## config.mk

```make
export PLATFORM = sky130hd
export DESIGN_NAME = adc_ctrl
export DESIGN_NICKNAME = d
export VERILOG_FILES = /design/src/logic/adc_ctrl.v
export VERILOG_INCLUDE_DIRS = /design/src /design/src/logic
export SDC_FILE = /design/constraint.sdc
export NUM_CORES = 1
export LEC_CHECK = 0
export BUFFER_PORTS_ARGS = -buffer_cell sky130_fd_sc_hd__clkbuf_2
export CAP_MARGIN = 20
export CORE_MARGIN = 2
export CORE_UTILIZATION = 45
export CTS_CLUSTER_DIAMETER = 40
export DETAILED_ROUTE_END_ITERATION = 6
export PLACE_DENSITY = 0.6
export SYNTH_ARGS = -nofsm -noshare
export SYNTH_HDL_FRONTEND = slang
export SYNTH_SLANG_ARGS = --single-unit
```

## constraint.sdc

```tcl
create_clock -name clk_sys -period 8 [get_ports clk_sys]
set_clock_uncertainty 0.15 [all_clocks]
set_input_delay 1.2 -clock clk_sys [delete_from_list [all_inputs] [get_ports clk_sys]]
set_output_delay 1.2 -clock clk_sys [all_outputs]
set_load 0.01 [all_outputs]
```

## src/logic/adc_ctrl_defines.vh

```
// constants for the converter control port
`ifndef ADC_CTRL_DEFINES_VH
`define ADC_CTRL_DEFINES_VH
`define CAL_REQ_MIN_CYCLES 2'h3
`define CAL_RUN_CYCLES 12'hfa0
`define WAKE_UP_CYCLES 8'h10
`define PIPE_LATENCY 4'h6
`define DATA_WIDTH 12
`define ST_CAL 2'h0
`define ST_RUN 2'h1
`define ST_SLEEP 2'h2
`define ST_WAKE 2'h3
`endif

```

## src/logic/adc_ctrl.v

```verilog
// digital control and output port of a pipelined converter
// Notes on behaviour
// - calibration run lasts 4000 clock cycles
// - output enable low drives data pins
// - output enable high floats data pins
// - sleep request high holds power-down; entered only once a running calibration ends
// - resume within wake-up delay after sleep
// - pipeline contents corrupted across power-down
// - ready low while calibrating or sleeping
// - out-of-range flag for input outside span
// - result is 12-bit straight binary
// - calibration starts automatically at power-on
// - one result per clock, fixed latency; the output buffer drops words when full and inserts empty cycles
`include "adc_ctrl_defines.vh"
module adc_ctrl #(
	parameter data_width = `DATA_WIDTH,
	parameter cal_cycles = `CAL_RUN_CYCLES,
	parameter wake_cycles = `WAKE_UP_CYCLES
)(
	// clock and reset
	input wire clk_sys,
	input wire arst_n,
	// control levels from the host
	input wire cal_request,
	input wire output_enable_n,
	input wire sleep_request,
	// sample from the conversion core, with range flags
	input wire [data_width-1:0] signal_input,
	input wire below_ground,
	input wire above_reference,
	input wire sample_valid,
	output reg sample_ready,
	// receiver side of the output word path
	input wire out_ready,
	output reg out_valid,
	// data pins as three signals
	output reg [data_width-1:0] data_out,
	output reg data_oe,
	output reg out_of_range,
	output reg ready
);
	reg rst_meta;
	reg rst_sync;
	reg [1:0] state;
	reg [1:0] next_state;
	reg [11:0] cal_count;
	reg [7:0] wake_count;
	reg [1:0] req_count;
	reg [`DATA_WIDTH:0] pipe [0:`PIPE_LATENCY-1];
	reg [`DATA_WIDTH:0] buf_word [0:1];
	reg [1:0] buf_count;
	reg buf_rd;
	reg buf_wr;
	wire req_met;
	wire pipe_tail_ok;
	wire push;
	wire pop;
	integer i;

	// reset release through two flops so removal is clean
	// only the second flop feeds the logic; the first may be metastable
	always @(posedge clk_sys or negedge arst_n)
		if (!arst_n)
		begin
			rst_meta <= 1'b0;
			rst_sync <= 1'b0;
		end
		else
		begin
			rst_meta <= 1'b1;
			rst_sync <= rst_meta;
		end

	// count consecutive high cycles of the calibrate request
	always @(posedge clk_sys or negedge rst_sync)
		if (!rst_sync)
			req_count <= 2'h0;
		else if (!cal_request)
			req_count <= 2'h0;
		else if (req_count != `CAL_REQ_MIN_CYCLES)
			req_count <= req_count + 2'h1;
	// a short request pulse is ignored, not queued
	assign req_met = cal_request && (req_count == `CAL_REQ_MIN_CYCLES - 2'h1);

	// mode selection: calibration, run, sleep, wake
	always @*
	begin
		next_state = state;
		case (state)
			`ST_CAL:
				if (cal_count == cal_cycles - 12'h1)
					next_state = sleep_request ? `ST_SLEEP : `ST_RUN;
			`ST_RUN:
				if (sleep_request)
					next_state = `ST_SLEEP;
				else if (req_met)
					next_state = `ST_CAL;
			`ST_SLEEP:
				if (!sleep_request)
					next_state = `ST_WAKE;
			`ST_WAKE:
				if (sleep_request)
					next_state = `ST_SLEEP;
				else if (wake_count == wake_cycles - 8'h1)
					next_state = `ST_RUN;
			default:
				next_state = `ST_CAL;
		endcase
		// a full request restarts calibration while calibrating or waking;
		// asleep it is dropped, and sleep keeps priority over waking
		if (req_met && (state == `ST_CAL
			|| (state == `ST_WAKE && !sleep_request)))
			next_state = `ST_CAL;
	end

	// state and the cycle counters; reset lands in calibration
	always @(posedge clk_sys or negedge rst_sync)
		if (!rst_sync)
		begin
			state <= `ST_CAL;
			cal_count <= 12'h0;
			wake_count <= 8'h0;
		end
		else
		begin
			state <= next_state;
			// a fresh request mid-run clears the count, so it restarts
			if (state == `ST_CAL && next_state == `ST_CAL && !req_met)
				cal_count <= cal_count + 12'h1;
			else
				cal_count <= 12'h0;
			// leaving wake early, back to sleep, starts the delay over
			if (state == `ST_WAKE && next_state == `ST_WAKE)
				wake_count <= wake_count + 8'h1;
			else
				wake_count <= 8'h0;
		end

	// fixed latency pipeline; flushed in power-down so stale words die
	always @(posedge clk_sys or negedge rst_sync)
		if (!rst_sync)
		begin
			for (i = 0; i < `PIPE_LATENCY; i = i + 1)
				pipe[i] <= {(`DATA_WIDTH+1){1'b0}};
		end
		else
		begin
			// the range flag rides as the top bit of every stage
			pipe[0] <= (state == `ST_SLEEP) ? {(`DATA_WIDTH+1){1'b0}}
				: {below_ground | above_reference, signal_input};
			for (i = 1; i < `PIPE_LATENCY; i = i + 1)
				pipe[i] <= (state == `ST_SLEEP) ? {(`DATA_WIDTH+1){1'b0}}
					: pipe[i-1];
		end

	// the core accepts a new sample every clock while no sleep is requested
	always @(posedge clk_sys or negedge rst_sync)
		if (!rst_sync)
			sample_ready <= 1'b0;
		else
			// conversion stops at once on sleep, even mid-calibration
			sample_ready <= !sleep_request
				&& (next_state != `ST_SLEEP);

	// pipeline tail enters the buffer only while converting
	assign pipe_tail_ok = sample_valid && state != `ST_SLEEP;
	assign push = pipe_tail_ok && buf_count != 2'h2;
	assign pop = out_valid && out_ready;

	// two-entry buffer so a receiver stall loses no word until both entries fill
	// the core cannot be held, so a word meeting a full buffer is dropped
	always @(posedge clk_sys or negedge rst_sync)
		if (!rst_sync)
		begin
			buf_count <= 2'h0;
			buf_rd <= 1'b0;
			buf_wr <= 1'b0;
			buf_word[0] <= {(`DATA_WIDTH+1){1'b0}};
			buf_word[1] <= {(`DATA_WIDTH+1){1'b0}};
		end
		else
		begin
			if (push)
			begin
				buf_word[buf_wr] <= pipe[`PIPE_LATENCY-1];
				buf_wr <= ~buf_wr;
			end
			if (pop)
				buf_rd <= ~buf_rd;
			buf_count <= buf_count + {1'b0, push} - {1'b0, pop};
		end

	// output registers; the word is straight binary, no offset coding
	always @(posedge clk_sys or negedge rst_sync)
		if (!rst_sync)
		begin
			out_valid <= 1'b0;
			data_out <= {data_width{1'b0}};
			out_of_range <= 1'b0;
			data_oe <= 1'b0;
			ready <= 1'b0;
		end
		else
		begin
			data_oe <= ~output_enable_n;
			ready <= (next_state == `ST_RUN);
			// output mirrors the buffer head; a pop shows the next
			// pop and push on one entry cost one empty cycle
			if (!out_valid || out_ready)
			begin
				out_valid <= (buf_count != 2'h0) && !(pop && buf_count == 2'h1);
				data_out <= buf_word[pop ? ~buf_rd : buf_rd][data_width-1:0];
				out_of_range <= buf_word[pop ? ~buf_rd : buf_rd][`DATA_WIDTH];
			end
		end
endmodule // adc_ctrl

```

# After elaboration in Yosys (flattened, before gate mapping)
# Index checks and enable logic that the tools add are counted.
[word_totals]
register_bits = 151
latchBits = 0
ram_bits = 0
rom_bits = 0
input_bits = 21
output_inout_bits = 17
word_cells = 99
memories = 0
[op_classes]
add_sub_neg = 5
mul = 0
n_div = 0
magnitude_cmp = 3
eq_ne = 14
shifts = 0
n_mux = 26
bitwise = 6
reduce_logical = 22
[op_table]
columns = ["cell", "n"]
rows = [
  ["$mux 13", 10],
  ["$bwmux 26", 1],
  ["$mux 2", 10],
  ["$demux 13 s1", 1],
  ["$logic_and 1x1->1", 13],
  ["$add 12x1->12 const B", 1],
  ["$eq 12x12->1 const B", 1],
  ["$mux 12", 1],
  ["$add 8x1->8 const B", 1],
  ["$eq 2x2->1 const B", 4],
  ["$eq 8x4->1 const B", 1],
  ["$mux 8", 1],
  ["$ne 2x2->1 const B", 4],
  ["$pmux 2 s4", 1],
  ["$eq 2x1->1 const B", 3],
  ["$ge 2x2->1 const B", 2],
  ["$logic_not 1->1", 4],
  ["$logic_not 2->1", 2],
  ["$not 1->2", 2],
  ["$not 1->1", 3],
  ["$add 2x1->2", 1],
  ["$add 2x1->2 const B", 1],
  ["$logic_or 1x1->1", 2],
  ["$lt 2x1->1 const B", 1],
  ["5 further kinds", 5],
]

# Depth between registers and ports, before layout
[depth]
word_depth = 10
ltp_mapped = 9
ltp_nobuf = 7

# Least setup slack after synthesis
# No wires, ideal clock.
[synth_path]
path_kind = "input port to flip-flop"
from = "input out_ready"
to = "register buf_count[1]"
setup_time_ns = 0.080
arrival_ns = 2.271
required_ns = 7.770
slack_ns = 5.499
stages = 8
n_path_buf = 1
cell_sequence = "clkbuf_1 > nand2_1 > inv_1 > ha_1 > inv_1 > ha_1 > xnor2_1 > xnor2_1"
[synth_between]
elab_chain_len = 2
[synth_rtl]
columns = ["element", "line", "rtl"]
rows = [
  ["start: declaration", "adc_ctrl.v:34", "input wire out_ready,"],
  ["$logic_and 1x1->1", "adc_ctrl.v:168", "assign pop = out_valid && out_ready;"],
  ["$sub 2x1->2", "adc_ctrl.v:190", "buf_count <= buf_count + {1'b0, push} - {1'b0, pop};"],
  ["end signal: assignment", "adc_ctrl.v:190", ""],
  ["end: declaration", "adc_ctrl.v:51", "reg [1:0] buf_count;"],
]
# Every way passes these cells.
# A chain may end at the register's enable or synchronous reset.

# Worst setup path after layout
[layout_path]
from = "register out_valid"
to = "output out_valid"
[layout_rtl]
columns = ["element", "line", "rtl"]
rows = [
  ["start: declaration", "adc_ctrl.v:35", "output reg out_valid,"],
  ["start signal: assignment", "adc_ctrl.v:211", "out_valid <= (buf_count != 2'h0) && !(pop && buf_count == 2'h1);"],
]
# No word-level cell between the ends.

==> impl_metrics.toml <==
[yosys]
synth-main-ff-cell = "dfrtp_1"
ys_async_sr_fraction_pct = 100
synth_cell_types = 44
yosysSeqAreaShare_pct = 63.1
synth_edf_count = 0
netlist_area_um2 = 5990
postSynthAreaPerCell_um2 = 12.7
syn_nets = 499
synth-seq-cells = 151
synth_cells = 472
synth-warning-count = 0

[power_and_ir_drop]
power_mw = 1.85
max-vdd-ir-drop_uv = 118
powerDensity_nw_per_um2 = 267
p_leak_nw = 3.42

[detailed_routing]
drt-initial-drc-count = 144
dr.pass1.iters = 4
wl_per_cell_um = 12.1
viasPerCell = 4.76
drtAntennaViolNets = 0
drt_wl_total_mm = 8.45
drc_errors = 0
num_vias = 3321

[global_routing]
grt_antenna_before_repair = 0
grt_use_total_pct = 13.5
grt-ovfl-total = 0
grt_max_degree = 82
grt_pass1_vias = 3296
grt_first_pass_wirelength_mm = 15.3

[clocking]
cts_tree = "built"
cts_max_path_buffers = 2
post-cts-setup-buffers = 0
clkLatencyLatePin_ns = 0.42
cts_resized = 0
root_buffer = "clkbuf_16"
path_clk_slew_ns = 0.06
clock-sinks = 151
htreeDepth = 4
hold_buffers = 0
cts_buffers = 17

[placed_design]
port_buffers = 37
hpwl_mm = 5.28
gp_congestion = 0.756
place_area_um2 = 6300

[timing]
rsz0062_at_grt = "false"
worst_pin_slew_ns = 0.965
hold_violations = 0
drv_slew = 0
finalCritPeriodShare_pct = 36.0
setup_violations = 0
min_period_ns = 2.88
slew_headroom_pct = 35.7
tns_ns = 0
fmaxAchievable_ghz = 0.348

[layout]
fin_area_um2 = 6910
final_nets = 536
n_fill_cell = 1144
area_delta_synth_final_pct = 15.2
n_antenna_cell = 0
drive_gt1_share_pct = 19.5

[critical_path]
crit_type = "reg2out"
crit_arrival_ns = 1.53
cp.depth = 1
crit_path_end_kind = "output pin"
r2r_cells = 3
critPathTopFamily = "flip-flops"
crit_slowest_cell = "dfrtp_1"
crit_fanout = 29
max_stage_delay_ns = 0.85
cp_num_buf_inv = 1
critPathLaunchType = "flop"
critPathRequiredTime_ns = 6.65
path_cells = "clkbuf_2"

[worst_hold_path]
hold_path_depth = 0
hold_class = "reg2reg"

[floorplanning]
die_y_um = 119
initial_core_util_pct = 45.6
ios = 38
die_x_um = 119
dieArea_um2 = 14300
core_area_um2 = 13100
rows = 42

[status]
status = "finished, final reports clean"

[flow_run]
drv_cap = 0
## sequential cells by signal, indices dropped and copies added, names as in the netlist, 2 cells and up
signal / count
data_out: 12
buf_word: 26
wake_count: 8
state: 2
req_count: 2
buf_count: 2
pipe: 78
cal_count: 12
## routing by layer
metal  track usage, %  vias to the layer above  part of all wire [%]
li1                 -                     1669                     -
met1             17.7                     1573                    48
met2             20.5                       60                    46
met3             3.64                       19                   3.8
met4             7.43                        0                   2.4
met5                0                        -                     0
## through the flow
stage / hold slack (ns) / setup slack [ns] / utilization, % / instances
2_1_floorplan: 0.181 / 3.33 / - / 472
3_3_place_gp: 0.187 / 5.20 / 47.9 / 664
3_5_place_dp: 0.190 / 5.08 / 48.0 / 665
4_1_cts: 0.203 / 5.08 / 52.4 / 697
5_1_grt: 0.217 / 4.96 / 52.6 / 698
6_report: 0.202 / 5.12 / 52.6 / 698
## cells in the final DEF, fill, tap and decap left out, types with 2 or more instances in the layout
cell type and instances:
clkinv_2 3, nand2_1 9, a21oi_1 22, nand2b_1 2
or4_1 2, mux2i_1 26, dfrtp_1 150, ha_1 6
clkbuf_8 2, xor2_1 3, buf_4 2, and3_1 3
nor2_1 33, clkbuf_1 2, nand4_1 4, o31ai_1 3
nand3_1 9, mux2_4 10, a211oi_1 4, bufinv_16 2
o21ai_0 7, and4_1 3, o41ai_1 2, clkbuf_16 17
or3_1 5, inv_1 8, and2_1 79, clkbuf_2 37
xnor2_1 8, mux2_2 16, nor3_1 5, clkinv_4 4
a21o_1 13, clkinvlp_4 2
## path summary, 6_finish.rpt
| path | from | endpoint | slack, ns |
|---|---|---|---|
| worst max register to register | state[0]$_DFF_PN0_ | buf_word[13]$_DFFE_PN0P_ | 5.80 |
| worst min register to register | rst_meta$_DFF_PN0_ | rst_sync$_DFF_PN0_ | 0.20 |
| worst max-delay path | out_valid$_DFFE_PN0P_ | out_valid | 5.12 |
| max in group asynchronous | rst_sync$_DFF_PN0_ | pipe[1]$_DFF_PN0_ | 5.93 |
| worst min-delay path | rst_meta$_DFF_PN0_ | rst_sync$_DFF_PN0_ | 0.20 |
| min in group asynchronous | rst_sync$_DFF_PN0_ | buf_count[1]$_DFF_PN0_ | 0.34 |
## final cells by class
cell class	instances	area [um^2]	share of cell area [%]
sequential	151	3780	54.8
tap	176	220	3.19
timing repair buffer	41	225	3.26
clock buffer	21	460	6.67
multi-input combinational	290	2060	29.9
clock inverter	11	125	1.81
inverter	8	30.0	0.435
## logic make-up after synthesis
group	share of synthesized area [%]
adders and majority gates	1.25
DFF	63.1
AOI/OAI and AO/OA	6.08
buffers and inverters	2.57
and+or+nand+nor	15.5
other	0.0626
xor gates and xnor gates	1.61
muxes	9.86
## cells in the mapped netlist (3+ instances only)
master	count	area share [%]
dfrtp_1	151	63
and2_1	79	8.2
nor2_1	33	2.1
mux2i_1	26	4.3
a21oi_1	22	1.8
mux2_2	16	3.0
clkbuf_1	15	0.94
a21o_1	13	1.6
mux2_4	10	2.5
nand2_1	9	0.56
nand3_1	9	0.75
inv_1	8	0.50
xnor2_1	8	1.2
o21ai_0	7	0.58
ha_1	6	1.3
buf_2	5	0.42
nor3_1	5	0.42
or3_1	5	0.52
a211oi_1	4	0.50
nand4_1	4	0.42
and3_1	3	0.31
and4_1	3	0.44
nand2b_1	3	0.31
o31ai_1	3	0.38
xor2_1	3	0.44
## where the power goes
part / leakage, nW / internal [mW] / switching, mW
registers: 2.05 / 0.814 / 0.0467
clock network: 0.283 / 0.475 / 0.296
logic: 1.09 / 0.102 / 0.112
(Power assumes the default switching activity.)
